### config.mk
export PLATFORM = sky130hd
export DESIGN_NAME = watchdog_timer
export DESIGN_NICKNAME = d
export VERILOG_FILES = /design/src/verilog/wdt_pkg.sv /design/src/verilog/watchdog_timer.sv /design/src/verilog/wdt_down_counter.sv
export SDC_FILE = /design/constraint.sdc
export NUM_CORES = 1
export LEC_CHECK = 0
export BUFFER_PORTS_ARGS = -buffer_cell sky130_fd_sc_hd__buf_2
export CAP_MARGIN = 20
export CORE_MARGIN = 4
export CORE_UTILIZATION = 52
export CTS_CLUSTER_SIZE = 12
export DETAILED_ROUTE_END_ITERATION = 6
export GPL_ROUTABILITY_DRIVEN = 0
export GPL_TIMING_DRIVEN = 0
export PLACE_DENSITY_LB_ADDON = 0.3
export SYNTH_ARGS = -nofsm -noshare
export SYNTH_HDL_FRONTEND = slang
export SYNTH_HIERARCHICAL = 1
export SYNTH_SLANG_ARGS = --single-unit
### constraint.sdc
create_clock -name sys_clk -period 3.7 [get_ports sys_clk]
set_input_delay 0.185 -clock sys_clk [delete_from_list [all_inputs] [get_ports sys_clk]]
set_output_delay 0.185 -clock sys_clk [all_outputs]
set_load 0.01 [all_outputs]
### src/verilog/wdt_pkg.sv
// Constants shared by the watchdog timer design.
// Assumes one 20 MHz system clock and a synchronous active-high reset.
package wdt_pkg;

	// ----------------------------------------
	// Widths and reset values
	// ----------------------------------------
	localparam int          WDT_CNT_W      = 32;
	localparam logic [31:0] WDT_LOAD_RST   = 32'hffff_ffff;
	localparam logic [31:0] WDT_UNLOCK_KEY = 32'h1acc_e551;
	localparam logic [31:0] WDT_ZERO       = 32'h0000_0000;

	// ----------------------------------------
	// Control field positions
	// ----------------------------------------
	localparam int WDT_CTL_ARM_BIT   = 0;
	localparam int WDT_CTL_RESET_OUTPUT_ENABLE_BIT = 1;
	localparam int WDT_CTL_W         = 2;
	localparam logic [1:0] WDT_CTL_RST = 2'h0;

	// ----------------------------------------
	// Reset pulse length in system clocks
	// ----------------------------------------
	localparam int WDT_RST_PULSE_CYC = 4;

	// Time-out sequencing: idle, counting to first zero, waiting for second
	typedef enum logic [1:0] {
		WDT_IDLE   = 2'b00,
		WDT_FIRST  = 2'b01,
		WDT_SECOND = 2'b10
	} wdt_state_t;

endpackage : wdt_pkg
### src/verilog/watchdog_timer.sv
// Watchdog timer: down counter, time-out interrupt, second time-out reset.
// Assumes register writes arrive as one-cycle strobes with data, synchronous
// to sys_clk; the surrounding clock gating drives wdtClkEn.

// Overview of operation
// - 32-bit down counter loaded from interval
// - Counter advances only with watchdog clock enable
// - Debug halt freezes counter when stall enabled
// - First zero after enabling raises time-out
// - Arming starts count and enables interrupt
// - Reload from interval after first time-out
// - Second zero while pending asserts reset
// - Clear before second zero reloads and resumes
// - Interval write loads counter immediately
// - Interval write leaves pending interrupt set
// - Re-arming preloads counter from interval
// - Arm bit starts and locks control
// - Any non-key guard write locks interval, control, clear
// - Only exact key or reset unlocks registers
// - Mask keeps time-out from processor
// - Time-out goes out as NMI or reset
// - Zero interval raises interrupt immediately
// - Control lock cleared only by reset
// - Control bit1 reset enable, bit0 arm
// - Raw status visible even when masked
module watchdog_timer #(
	parameter int CNT_W = wdt_pkg::WDT_CNT_W
) (
	input  wire logic                       sys_clk,         // 20 MHz system clock
	input  wire logic                       rst,             // Synchronous reset, active high
	input  wire logic                       wdtClkEn,        // Watchdog clock enable from gating
	input  wire logic                       debugHalt,       // Processor halted in debug
	input  wire logic                       stallEnable,     // Freeze counter during debug halt
	input  wire logic                       intervalWr,      // Interval reload write strobe
	input  wire logic [CNT_W-1:0]           intervalData,    // Interval reload write data
	input  wire logic                       controlWr,       // Watchdog control write strobe
	input  wire logic [wdt_pkg::WDT_CTL_W-1:0] controlData,  // Watchdog control write data
	input  wire logic                       clearWr,         // Interrupt clear write strobe
	input  wire logic                       guardWr,         // Access guard write strobe
	input  wire logic [31:0]                guardData,       // Access guard write data
	input  wire logic                       intMask,         // 1 lets time-out reach processor
	output logic      [CNT_W-1:0]           intervalReload,  // Interval reload readback
	output logic      [CNT_W-1:0]           countValue,      // Current counter value
	output logic      [wdt_pkg::WDT_CTL_W-1:0] watchdogControl, // Control readback
	output logic                            rawStatus,       // Raw time-out status
	output logic                            maskedStatus,    // Masked time-out status
	output logic                            nmiOut,          // Nonmaskable interrupt to processor
	output logic                            sysResetOut,     // System reset request
	output logic                            locked           // Access guard lock state
);

	import wdt_pkg::*;

	// ----------------------------------------
	// Declarations
	// ----------------------------------------
	wdt_state_t       state;
	logic [CNT_W-1:0] count;
	logic             atZero;
	logic             ctlArm;
	logic             ctlResEn;
	logic             wrOpen;
	logic             intervalDo;
	logic             controlDo;
	logic             clearDo;
	logic             armRise;
	logic             loadReq;
	logic             counterLoad;
	logic [CNT_W-1:0] counterLoadValue;
	logic             run;
	logic             zeroLoad;
	logic             timeout;
	logic [2:0]       rstCnt;
	logic             next_locked;
	wdt_state_t       next_state;
	logic             next_rawStatus;
	logic             pendingIrq;
	logic             resetFire;
	logic [2:0]       next_rstCnt;
	logic             next_sysResetOut;

	// ----------------------------------------
	// Write gating
	// ----------------------------------------
	// guard blocks writes
	assign wrOpen     = !locked;
	assign intervalDo = intervalWr && wrOpen;
	assign controlDo  = controlWr && wrOpen && !ctlArm;
	assign clearDo    = clearWr && wrOpen;
	assign armRise    = controlDo && controlData[WDT_CTL_ARM_BIT];

	// The guard itself is never gated, otherwise a lock could not be undone.
	always_comb begin
		next_locked = locked;
		if (guardWr) begin
			next_locked = (guardData != WDT_UNLOCK_KEY);
		end
	end

	always_ff @(posedge sys_clk) begin
		if (rst) begin
			locked <= 1'b0;
		end else begin
			locked <= next_locked;
		end
	end

	// ----------------------------------------
	// Registers
	// ----------------------------------------
	// interval write sets interval and also reloads counter
	always_ff @(posedge sys_clk) begin
		if (rst) begin
			intervalReload <= WDT_LOAD_RST[CNT_W-1:0];
		end else if (intervalDo) begin
			intervalReload <= intervalData;
		end
	end

	always_ff @(posedge sys_clk) begin
		if (rst) begin
			ctlArm   <= WDT_CTL_RST[WDT_CTL_ARM_BIT];
			ctlResEn <= WDT_CTL_RST[WDT_CTL_RESET_OUTPUT_ENABLE_BIT];
		end else if (controlDo) begin
			ctlArm   <= controlData[WDT_CTL_ARM_BIT];
			ctlResEn <= controlData[WDT_CTL_RESET_OUTPUT_ENABLE_BIT];
		end
	end

	always_ff @(posedge sys_clk) begin
		if (rst) begin
			watchdogControl <= WDT_CTL_RST;
		end else if (controlDo) begin
			watchdogControl <= controlData;
		end
	end

	// ----------------------------------------
	// Counter
	// ----------------------------------------
	// clock enable gates count
	assign run = ctlArm && wdtClkEn && !(stallEnable && debugHalt);

	// a zero interval times out at once
	assign zeroLoad = (intervalDo && intervalData == '0) || (armRise && intervalReload == '0);

	assign loadReq          = intervalDo || armRise || clearDo;
	assign counterLoad      = loadReq || atZero;
	assign counterLoadValue = intervalDo ? intervalData : intervalReload;

	wdt_down_counter #(
		.W(CNT_W)
	) u_counter (
		.sys_clk   (sys_clk),
		.rst       (rst),
		.rstValue  (WDT_LOAD_RST[CNT_W-1:0]),
		.load      (counterLoad),
		.loadValue (counterLoadValue),
		.run       (run),
		.count     (count),
		.atZero    (atZero)
	);

	// The reload on a zero happens on the same edge, so a zero is seen once.
	// A zero that meets a software load still counts: the event wins.
	assign timeout = atZero || (zeroLoad && (ctlArm || armRise));

	always_ff @(posedge sys_clk) begin
		if (rst) begin
			countValue <= WDT_LOAD_RST[CNT_W-1:0];
		end else begin
			countValue <= count;
		end
	end

	// ----------------------------------------
	// Time-out sequencing
	// ----------------------------------------
	// Pending lasts from a time-out until a clear. A time-out in the clear's
	// own cycle wins, so a fresh zero is never lost to a late clear.
	always_comb begin
		next_state = state;
		unique case (state)
			WDT_IDLE: begin
				// Arming onto a zero interval times out at once
				if (armRise) begin
					next_state = timeout ? WDT_SECOND : WDT_FIRST;
				end
			end
			WDT_FIRST: begin
				if (timeout) begin
					next_state = WDT_SECOND;
				end
			end
			WDT_SECOND: begin
				if (clearDo && !timeout) begin
					next_state = WDT_FIRST;
				end
			end
			default: begin
				next_state = WDT_IDLE;
			end
		endcase
	end

	always_ff @(posedge sys_clk) begin
		if (rst) begin
			state <= WDT_IDLE;
		end else begin
			state <= next_state;
		end
	end

	// ----------------------------------------
	// Interrupt status
	// ----------------------------------------
	// Set wins over clear, matching the sequencer above.
	always_comb begin
		next_rawStatus = rawStatus;
		if (timeout) begin
			next_rawStatus = 1'b1;
		end else if (clearDo) begin
			next_rawStatus = 1'b0;
		end
	end

	always_ff @(posedge sys_clk) begin
		if (rst) begin
			rawStatus <= 1'b0;
		end else begin
			rawStatus <= next_rawStatus;
		end
	end

	// Masked copies follow the next raw value, so the processor sees the
	// time-out on the same edge as the raw flag rises.
	assign pendingIrq = next_rawStatus && intMask;

	always_ff @(posedge sys_clk) begin
		if (rst) begin
			maskedStatus <= 1'b0;
		end else begin
			maskedStatus <= pendingIrq;
		end
	end

	// delivered as NMI
	// Own flop, so the interrupt line does not share a driver with readback.
	always_ff @(posedge sys_clk) begin
		if (rst) begin
			nmiOut <= 1'b0;
		end else begin
			nmiOut <= pendingIrq;
		end
	end

	// ----------------------------------------
	// System reset pulse
	// ----------------------------------------
	// needs reset enable
	assign resetFire = (state == WDT_SECOND) && timeout && ctlResEn;

	// A fixed-length pulse; the reset generator is expected to stretch it.
	// A fire during the pulse restarts the length count.
	always_comb begin
		next_rstCnt      = rstCnt;
		next_sysResetOut = sysResetOut;
		if (resetFire) begin
			next_rstCnt      = 3'(WDT_RST_PULSE_CYC - 1);
			next_sysResetOut = 1'b1;
		end else if (rstCnt != 3'h0) begin
			next_rstCnt      = rstCnt - 3'h1;
		end else begin
			next_sysResetOut = 1'b0;
		end
	end

	always_ff @(posedge sys_clk) begin
		if (rst) begin
			rstCnt      <= 3'h0;
			sysResetOut <= 1'b0;
		end else begin
			rstCnt      <= next_rstCnt;
			sysResetOut <= next_sysResetOut;
		end
	end

endmodule : watchdog_timer

### src/verilog/wdt_down_counter.sv
// Loadable 32-bit down counter with a hold input.
// Assumes the load request has priority over counting and hold.
module wdt_down_counter #(
	parameter int W = 32
) (
	input  wire logic         sys_clk,   // System clock
	input  wire logic         rst,       // Synchronous reset
	input  wire logic [W-1:0] rstValue,  // Value taken at reset
	input  wire logic         load,      // Load request
	input  wire logic [W-1:0] loadValue, // Value to load
	input  wire logic         run,       // Decrement enable
	output logic      [W-1:0] count,     // Current count
	output logic              atZero     // Count reaches zero this cycle
);

	// The load request is left out here on purpose: the owner feeds atZero
	// back into load, and folding load in would close a combinational loop.
	assign atZero = run && (count == {{(W-1){1'b0}}, 1'b1});

	always_ff @(posedge sys_clk) begin
		if (rst) begin
			count <= rstValue;
		end else if (load) begin
			count <= loadValue;
		end else if (run && count != '0) begin
			count <= count - {{(W-1){1'b0}}, 1'b1};
		end
	end

endmodule : wdt_down_counter

Word level (Yosys, flattened, before mapping):

Cells that the tools add are included.

* add/sub/neg operators: 2
* $mul: 0
* div/mod/pow operators: 0
* $lt $le $gt $ge: 0
* equality and inequality tests: 8
* shift operators: 0
* mux-type cells: 14
* bitwise gates (word level): 0
* reduce and logical (&&, ||, !) cells: 36

Operator list (count)
* $mux W32: 3
* $logic_not A32 Y1: 2
* $eq A32 B1 Y1 const B: 1
* $ne A32 B29 Y1 const B: 1
* $reduce_bool A32 Y1: 1
* $sub A32 B1 Y32 const B: 1
* $logic_and A1 B1 Y1: 17
* $mux W2: 6
* $ne A2 B2 Y1 const B: 4
* $logic_or A1 B1 Y1: 6
* $pmux W2 S3: 1
* $logic_not A1 Y1: 4
* $mux W1: 4
* $reduce_bool A2 Y1: 2
* $reduce_and A3 Y1: 1
* $reduce_bool A3 Y1: 1
* $sub A3 B1 Y3 const B: 1
* $eq A2 B1 Y1 const B: 1
* $eq A2 B2 Y1 const B: 1
* $logic_not A2 Y1: 1
* $reduce_or A2 Y1: 1

* flip-flop bits (word level): 109
* bits in latches: 0
* bits in writable memories: 0
* memory bits (read-only): 0
* input port bits: 76
* word-level logic and storage cells: 73
* memories: 0

Logic depth before layout (Yosys ltp):

Gate-level depths: netlist (run 1).

* word-level depth: 12
* mapped depth: 10

Hierarchy:

Netlist (run 1), hierarchy kept.

By module, submodules not included
* watchdog_timer: times used 1, cells an instance 268, area an instance 2872.8 sq um, seq. area each 1501.4 sq um
* wdt_down_counter: times used 1, cells an instance 219, area an instance 2153.3 sq um, seq. area each 960.9 sq um

Least setup slack after synthesis (run 1):

OpenSTA, ideal clock, no wires.

* path type: reg-to-reg
* from: reg u_counter.count[25]
* to: reg u_counter.count[0] (enable)
* library setup time: 0.389 ns
* arrival time: 3.068 ns
* data required time: 3.311 ns
* setup slack: 0.243 ns
* cell stages (with the launch flop): 9
* cells stage by stage: edfxtp_1 -> or4_4 -> or4_4 -> or4_4 -> nor3_2 -> inv_1 -> nand4_1 -> nor2_1 -> nand2_1

* cells in the longest elaborated chain, start to end: 4

Ends and longest elaborated chain
* start, declared: RTL line wdt_down_counter.sv:12 `output logic [W-1:0] count,`
* start signal, assigned: RTL line wdt_down_counter.sv:22 `count <= rstValue;`
* start signal, assigned: RTL line wdt_down_counter.sv:24 `count <= loadValue;`
* start signal, assigned: RTL line wdt_down_counter.sv:26 `count <= count - {{(W-1){1'b0}}, 1'b1};`
* $eq A32 B1 Y1: RTL line wdt_down_counter.sv:18 `assign atZero = run && (count == {{(W-1){1'b0}}, 1'b1});`
* $logic_and A1 B1 Y1: RTL line wdt_down_counter.sv:18
* via atZero: RTL line watchdog_timer.sv:59 `logic atZero;`
* $logic_or A1 B1 Y1: RTL line watchdog_timer.sv:148 `assign counterLoad = loadReq || atZero;`
* via counterLoad: RTL line watchdog_timer.sv:68 `logic counterLoad;`
* $reduce_bool A2 Y1 (no source line)

The timed path passes the listed nets, and every way through them passes these cells.
A chain may end at the register's enable or synchronous reset.

Worst setup path in the final report (run 1):

* from: reg u_counter.count[24]
* to: reg u_counter.count[8] (data pin)

* cells in the longest elaborated chain, start to end: 4

Ends and longest elaborated chain
* $eq A32 B1 Y1: RTL line wdt_down_counter.sv:18
* $logic_and A1 B1 Y1: RTL line wdt_down_counter.sv:18
* via atZero: RTL line watchdog_timer.sv:59
* $logic_or A1 B1 Y1: RTL line watchdog_timer.sv:148
* via counterLoad: RTL line watchdog_timer.sv:68
* $mux W32: RTL line wdt_down_counter.sv:23 `end else if (load) begin`

The timed path passes the listed nets, and every way through them passes these cells.

==> results of run 1 <==
state kept, by name (all words and copies together) (netlist names):
name,flops
locked,1
nmiOut,1
intervalReload,32
state,2
countValue,32
ctlResEn,1
watchdogControl,1
u_counter/count,32
sysResetOut,1
rawStatus,1
rstCnt,3
per-stage QoR:
| step | setup TNS, ns | util [%] |
|---|---|---|
| 2_1_floorplan | 0 | - |
| 3_3_place_gp | -11.73 | 64.7 |
| 3_5_place_dp | -1.33 | 65.0 |
| 4_1_cts | 0 | 66.9 |
| 5_1_grt | 0 | 67.0 |
| 6_report | 0 | 67.0 |
area by class of cell:
cell class / count / share of cell area, %
tap: 129 / 2.58
multi-input combinational: 381 / 41.0
inverter: 7 / 0.420
clock inverter: 6 / 0.781
sequential: 107 / 39.4
timing repair buffer: 147 / 12.1
buffer: 23 / 1.68
clock buffer: 10 / 2.04
cells in the mapped netlist (3+ instances only):
library cell	count
xnor2_1	25
mux2_2	37
nor3_1	13
nand2b_1	6
o21ai_0	18
nand2_1	28
nor4_1	27
or2_1	10
clkbuf_1	16
a22oi_1	13
nor4bb_1	5
inv_1	7
nand4_1	7
or4_4	4
dfxtp_1	75
a21oi_1	19
ha_1	4
o22ai_1	8
nand3_1	3
buf_2	4
nor2_1	21
or4_1	3
buf_4	3
o31ai_1	3
or2_2	56
edfxtp_1	32
o21ai_1	8
or3_1	4
mux2i_1	3
power by group:
| part | total, µW | leakage [µW] | internal (µW) | switching, µW |
|---|---|---|---|---|
| sequential | 1450 | 0.000948 | 1350 | 108 |
| combinational | 544 | 0.00138 | 263 | 281 |
| clock | 664 | 0.0000864 | 253 | 411 |
| total | 2660 | 0.00241 | 1860 | 800 |
layer usage:
metal,share of wire [%],routed length [µm],vias to the layer above,global-route usage [%]
met1,41,5610,2083,30.7
met4,2.7,364,0,10.6
met3,8.0,1100,32,3.89
met5,0,0,-,0
li1,-,-,2117,-
met2,48,6650,241,42.3
layout by cell type (no fill, tap or decap), types with 9 or more instances in the layout:
master | synthesis | final
clkbuf_1 | 16 | 15
nor3_1 | 13 | 13
nor2_1 | 21 | 21
xnor2_1 | 25 | 25
conb_1 | 1 | 32
dfxtp_1 | 75 | 75
or2_2 | 56 | 56
nand2_1 | 28 | 26
mux2_2 | 37 | 37
buf_2 | 4 | 150
nor4_1 | 27 | 27
edfxtp_1 | 32 | 32
or2_1 | 10 | 10
a22oi_1 | 13 | 13
a21oi_1 | 19 | 19
clkbuf_8 | 0 | 9
o21ai_0 | 18 | 18
cell families (layout without fill, tap and decap cells):
family	Yosys count	after routing	share of synthesized area [%]
AND/OR/NAND/NOR	201	201	24.2
flip-flops	107	107	49.0
AO/OA/AOI/OAI	77	77	9.56
multiplexers	40	40	8.89
buffers and inverters	30	193	2.56
XOR/XNOR	27	27	4.71
adder cells (fa/ha/maj)	4	4	0.996
other	1	32	0.0746
timing repair:
action / CTS / global route
endpoints found under the setup margin: 24 / 34
resized for setup: 2 / 4
pin swaps: 0 / 0
critical path: stages, from the launching register on:
cell and delay (ns):
edfxtp_1 0.50, or4_4 0.58, or4_4 0.43, or4_4 0.45, nor3_2 0.17, inv_1 0.10
nand4_1 0.21, clkbuf_1 0.46, mux2i_1 0.29, o21ai_0 0.10
worst max path at each step:
stage | startpoint | endpoint | slack (ns) | cells after the start
6_report | u_counter/count[24]$_DFFE_PP_ | u_counter/count[8]$_DFFE_PP_ | 0.15 | 9
5_1_grt | u_counter/count[24]$_DFFE_PP_ | u_counter/count[3]$_DFFE_PP_ | 0.01 | 10
4_1_cts | u_counter/count[24]$_DFFE_PP_ | u_counter/count[17]$_DFFE_PP_ | 0.12 | 10
3_5_place_dp | u_counter/count[24]$_DFFE_PP_ | u_counter/count[0]$_DFFE_PP_ | -0.07 | 9
3_3_place_gp | u_counter/count[24]$_DFFE_PP_ | u_counter/count[23]$_DFFE_PP_ | -0.37 | 8
2_1_floorplan | u_counter/count[25]$_DFFE_PP_ | u_counter/count[0]$_DFFE_PP_ | 0.24 | 8
==> out/qor.json, run 1 <==
{
  "status": "finished, final reports clean",
  "dieArea_um2": 11300,
  "worst_slew_margin_rel_pct": 48.2,
  "numPlacedInstances": 794,
  "synth_ff_type": "dfxtp_1",
  "hold_path_end": "nmiOut$_SDFF_PP0_",
  "antenna_cells": 0,
  "ctsHtreeMaxLevel": 3,
  "tritoncts": "done",
  "synth_area_per_cell_um2": 10.3,
  "detail_route.wl_per_cell_um": 16.9,
  "synthArstFlopShare_pct": 0,
  "crit_path_end_kind": "flip-flop",
  "max-clock-path-buffers": 2,
  "worstSetupStartpointType": "flip-flop",
  "min_delay_path_depth": 3,
  "grt_pass1_wl_mm": 22.2,
  "routed_via_density": 5.52,
  "ff_latch_area_um2": 2460,
  "fmaxAchievable_mhz": 282,
  "tightest_slew_ns": 0.775,
  "initial_utilization_pct": 53.9,
  "placement.setup.worst_slack_ns": -0.0677,
  "clock-root-buffer": "clkbuf_8",
  "grt_pass1_vias": 4573,
  "max-cap-violations": 0,
  "peak_ir_drop_on_the_vdd_network_uv": 189,
  "post_synth_instance_area_um2": 5030,
  "r2r_end": "u_counter/count[8]$_DFFE_PP_",
  "report.final.slew_viol_count": 0,
  "stdcell_count": 810,
  "nNetsFinal": 756,
  "number_of_warnings_printed_during_yosys_synthesis": 6,
  "post_place_cell_area_um2": 6060,
  "critPathKind": "flip-flop to flip-flop",
  "ff2ff_path_depth": 9,
  "fillers": 747,
  "fp.dieH_um": 106,
  "die-width_um": 106,
  "groute.usage.overall_pct": 24.7,
  "period_minus_slack_ns": 3.55,
  "drt_pass1_iterations": 5,
  "ant_nets": 0,
  "gr-total-overflow": 0,
  "tritoncts_num_sinks": 107,
  "hold_worst_slack_ns": 0.0438,
  "finalPower_uw": 2660,
  "post_cts.repair.setup_buffers": 0,
  "count_of_vias_placed_by_the_detailed_router": 4473,
  "seq_area_frac_synth_pct": 49.0,
  "min_path_type": "input pin to flip-flop",
  "first_iter_violations": 247,
  "drcViolationCount": 0,
  "critical_path_peak_fanout": 10,
  "setup_slack_ns": 0.153,
  "post-synth-top-area-fraction_pct": 29.9,
  "post_synth_num_cell_types": 50,
  "placeableCoreArea_um2": 9330,
  "count_of_mapped_cells_out_of_synthesis": 487,
  "cell_row_count": 35,
  "layout_worst_path_cycle_share_pct": 95.9,
  "routed_wl_mm": 13.7,
  "dpl.hpwl_mm": 10.7,
  "timing.final.setup_violations": 0,
  "antenna_found_initial": 0,
  "synth-edff-count": 32,
  "drive_gt1_share_pct": 40.8,
  "final.setup_skew_ns": 0.0120,
  "regToRegStartpoint": "u_counter/count[24]$_DFFE_PP_",
  "arrival_ns": 3.66,
  "pin_count_of_the_biggest_net_entering_global_routing": 20,
  "power.leakage_uw": 0.00241,
  "cts-buffers-inserted": 9,
  "area_growth_pct": 24.4,
  "design_area_um2": 6250,
  "biggest_area_contributors_in_the_synthesized_netlist": "dfxtp_1, edfxtp_1, mux2_2, or2_2, xnor2_1",
  "ys_seq_elements": 107,
  "pwr_dens_nw_per_um2": 426,
  "clk_pin_slew_ns": 0.10,
  "min-delay-start": "intMask",
  "multi_input_comb_area_um2": 2560,
  "yosys.area.top_type": "dfxtp_1",
  "report.final.hold_viol_count": 0,
  "port_buffers": 146,
  "holdBufCountCts": 0,
  "worst-endpoint-required_ns": 3.81,
  "regToRegSetupSlack_ns": 0.15,
  "ioPinCount": 147,
  "worstSkewPairLatency_ns": 0.37,
  "grt_setup_unrepaired": "no"
}
No activity file was read; power rests on OpenSTA's default activity.
==> run 2: changes to the inputs <==
HOLD_SLACK_MARGIN = 0.06   (was not set)
==> run 2 against run 1 <==
  * Die area stayed put
  * Clock power barely moved
  * Sequential share of layout area down 0.13 points
  * Sequential cell count unchanged
  * Largest power group unchanged
==> out/qor.json, run 2 (same netlist as run 1, synthesis figures left out) <==
{
  "status": "finished, final reports clean",
  "report.final.hold_viol_count": {"value": 0, "change": "unchanged"},
  "clk_pin_slew": {"value": 0.10, "unit": "ns", "change": "about the same"},
  "tritoncts": "done",
  "pin_count_of_the_biggest_net_entering_global_routing": {"value": 20, "change": "unchanged"},
  "drive_gt1_share": {"value": 40.7, "unit": "%", "change": "-0.12 points"},
  "first_iter_violations": {"value": 233, "change": "-5.7%"},
  "gr-total-overflow": {"value": 0, "change": "unchanged"},
  "layout_top_registers": "countValue (32), intervalReload (32), u_counter/count (32)",
  "critical_path_peak_fanout": {"value": 10, "change": "unchanged"},
  "arrival": {"value": 3.67, "unit": "ns", "change": "about the same"},
  "tightest_slew": {"value": 0.812, "unit": "ns", "change": "+0.0375 ns"},
  "nNetsFinal": {"value": 758, "change": "+0.26%"},
  "worst_slew_margin_rel": {"value": 45.6, "unit": "%", "change": "-2.5 points"},
  "hold_worst_slack": {"value": 0.0796, "unit": "ns", "change": "+0.0358 ns"},
  "mostFrequentLayoutCells": "buf_2, dfxtp_1, or2_2, mux2_2",
  "period_minus_slack": {"value": 3.57, "unit": "ns", "change": "+0.0237 ns"},
  "detail_route.wl_per_cell": {"value": 17.0, "unit": "µm", "change": "+0.20%"},
  "grt_pass1_wl": {"value": 22.2, "unit": "mm", "change": "about the same"},
  "clock-root-buffer": "clkbuf_8",
  "layout_worst_path_cycle_share": {"value": 96.5, "unit": "%", "change": "+0.64 points"},
  "dpl.hpwl": {"value": 10.7, "unit": "mm", "change": "unchanged"},
  "timing.final.setup_violations": {"value": 0, "change": "unchanged"},
  "placeableCoreArea": {"value": 9330, "unit": "µm²", "change": "unchanged"},
  "area_growth_pct": 24.8,
  "peak_ir_drop_on_the_vdd_network": {"value": 190, "unit": "µV", "change": "+0.58%"},
  "worstSetupStartpointType": "flip-flop",
  "power.leakage": {"value": 0.00242, "unit": "µW", "change": "+0.35%"},
  "fmaxAchievable": {"value": 280, "unit": "MHz", "change": "-0.66%"},
  "tritoncts_num_sinks": {"value": 107, "change": "unchanged"},
  "ioPinCount": {"value": 147, "change": "unchanged"},
  "drcViolationCount": {"value": 0, "change": "unchanged"},
  "worstSkewPairLatency": {"value": 0.37, "unit": "ns", "change": "about the same"},
  "routed_via_density": {"value": 5.54, "change": "+0.27%"},
  "groute.usage.overall": {"value": 24.6, "unit": "%", "change": "about the same"},
  "pwr_dens": {"value": 425, "unit": "nW/µm²", "change": "-0.21%"},
  "grt_setup_unrepaired": "no",
  "port_buffers": {"value": 146, "change": "unchanged"},
  "die-width": {"value": 106, "unit": "µm", "change": "unchanged"},
  "crit_path_end_kind": "flip-flop",
  "report.final.slew_viol_count": {"value": 0, "change": "unchanged"},
  "crit_path_cell_trace": "or4_4, or4_4, or4_4, nor3_2, inv_1, nand4_1, clkbuf_1, mux2i_1, o21ai_0",
  "antenna_found_initial": {"value": 0, "change": "unchanged"},
  "max-cap-violations": {"value": 0, "change": "unchanged"},
  "cell_row_count": {"value": 35, "change": "unchanged"},
  "layout_commonest_cell": "buf_2",
  "ctsHtreeMaxLevel": {"value": 3, "change": "unchanged"},
  "worst-endpoint-required": {"value": 3.80, "unit": "ns", "change": "about the same"},
  "finalPower": {"value": 2670, "unit": "µW", "change": "+0.11%"},
  "count_of_vias_placed_by_the_detailed_router": {"value": 4496, "change": "+0.51%"},
  "final.setup_skew": {"value": 0.0113, "unit": "ns", "change": "-0.000703 ns"},
  "routed_wl": {"value": 13.8, "unit": "mm", "change": "+0.45%"},
  "grt_pass1_vias": {"value": 4573, "change": "unchanged"},
  "critPathKind": "flip-flop to flip-flop",
  "critPathMaxStageDelay": {"value": 0.58, "unit": "ns", "change": "about the same"},
  "cts-buffers-inserted": {"value": 9, "change": "unchanged"},
  "min_path_type": "input pin to flip-flop",
  "antenna_cells": {"value": 0, "change": "unchanged"},
  "ant_nets": {"value": 0, "change": "unchanged"},
  "initial_utilization": {"value": 53.9, "unit": "%", "change": "unchanged"},
  "post_cts.repair.setup_buffers": {"value": 0, "change": "unchanged"},
  "fp.dieH": {"value": 106, "unit": "µm", "change": "unchanged"},
  "dieArea": {"value": 11300, "unit": "µm²", "change": "unchanged"},
  "cpMaxStageDelayCell": "or4_4",
  "cp_common_cell": "or4_4",
  "drt_pass1_iterations": {"value": 5, "change": "unchanged"},
  "max-clock-path-buffers": {"value": 2, "change": "unchanged"}
}
[run 2: cell type report]
class / instances / area (µm²)
repair buffers: 149 / 778
flip-flops and latches: 107 / 2460
plain buffers: 23 / 105
clock inverters: 6 / 48.8
well taps: 129 / 161
multi-input cells: 381 / 2560
fillers: 744 / 3060
clock buffers: 10 / 128
inverters: 7 / 26.3
[run 2: worst max-delay path: cells and delay by family, from the launching register on]
kind / cells / cell delay [ns]
simple gates: 5 / 1.84
buf+inv: 2 / 0.56
flops: 1 / 0.50
mux: 1 / 0.29
compound gates: 1 / 0.11
[run 2: routing by layer]
metal	share of wire [%]	vias up	global-route usage (%)
met4	2.7	0	10.6
li1	-	2121	-
met5	0	-	0
met1	40	2095	30.6
met3	8.7	31	3.89
met2	48	249	42.3
[run 2: worst paths after layout]
check	start	to	slack (ns)	cells past startpoint
worst max register to register	u_counter/count[24]$_DFFE_PP_	u_counter/count[8]$_DFFE_PP_	0.13	9
worst max-delay path	u_counter/count[24]$_DFFE_PP_	u_counter/count[8]$_DFFE_PP_	0.13	9
worst min register to register	sysResetOut$_SDFFE_PP0P_	sysResetOut$_SDFFE_PP0P_	0.47	2
worst min-delay path	guardWr	locked$_SDFFE_PP0P_	0.08	3
[run 2: repair_timing]
action / 4_1_cts / 5_1_grt
setup endpoints to repair: 24 / 34
endpoints found under the hold margin: 2 / 0
hold buffers: 2 / 0
gates resized for setup: 2 / 4
[run 2: through the flow]
step	setup TNS (ns)	area, µm²	util [%]	setup slack (ns)	std cells
after floorplan	0	5140	-	0.243	518
after global placement	-11.73	6030	64.7	-0.368	793
after detailed placement	-1.33	6060	65.0	-0.0677	794
after CTS	0	6260	67.1	0.118	812
after global routing	0	6270	67.2	0.0130	812
final	0	6270	67.2	0.129	812
[run 2: power by group]
part / leakage [µW] / internal, µW / switching [µW]
combinational: 0.00139 / 265 / 283
clock: 0.0000864 / 253 / 411
sequential: 0.000948 / 1350 / 108
total: 0.00242 / 1860 / 801
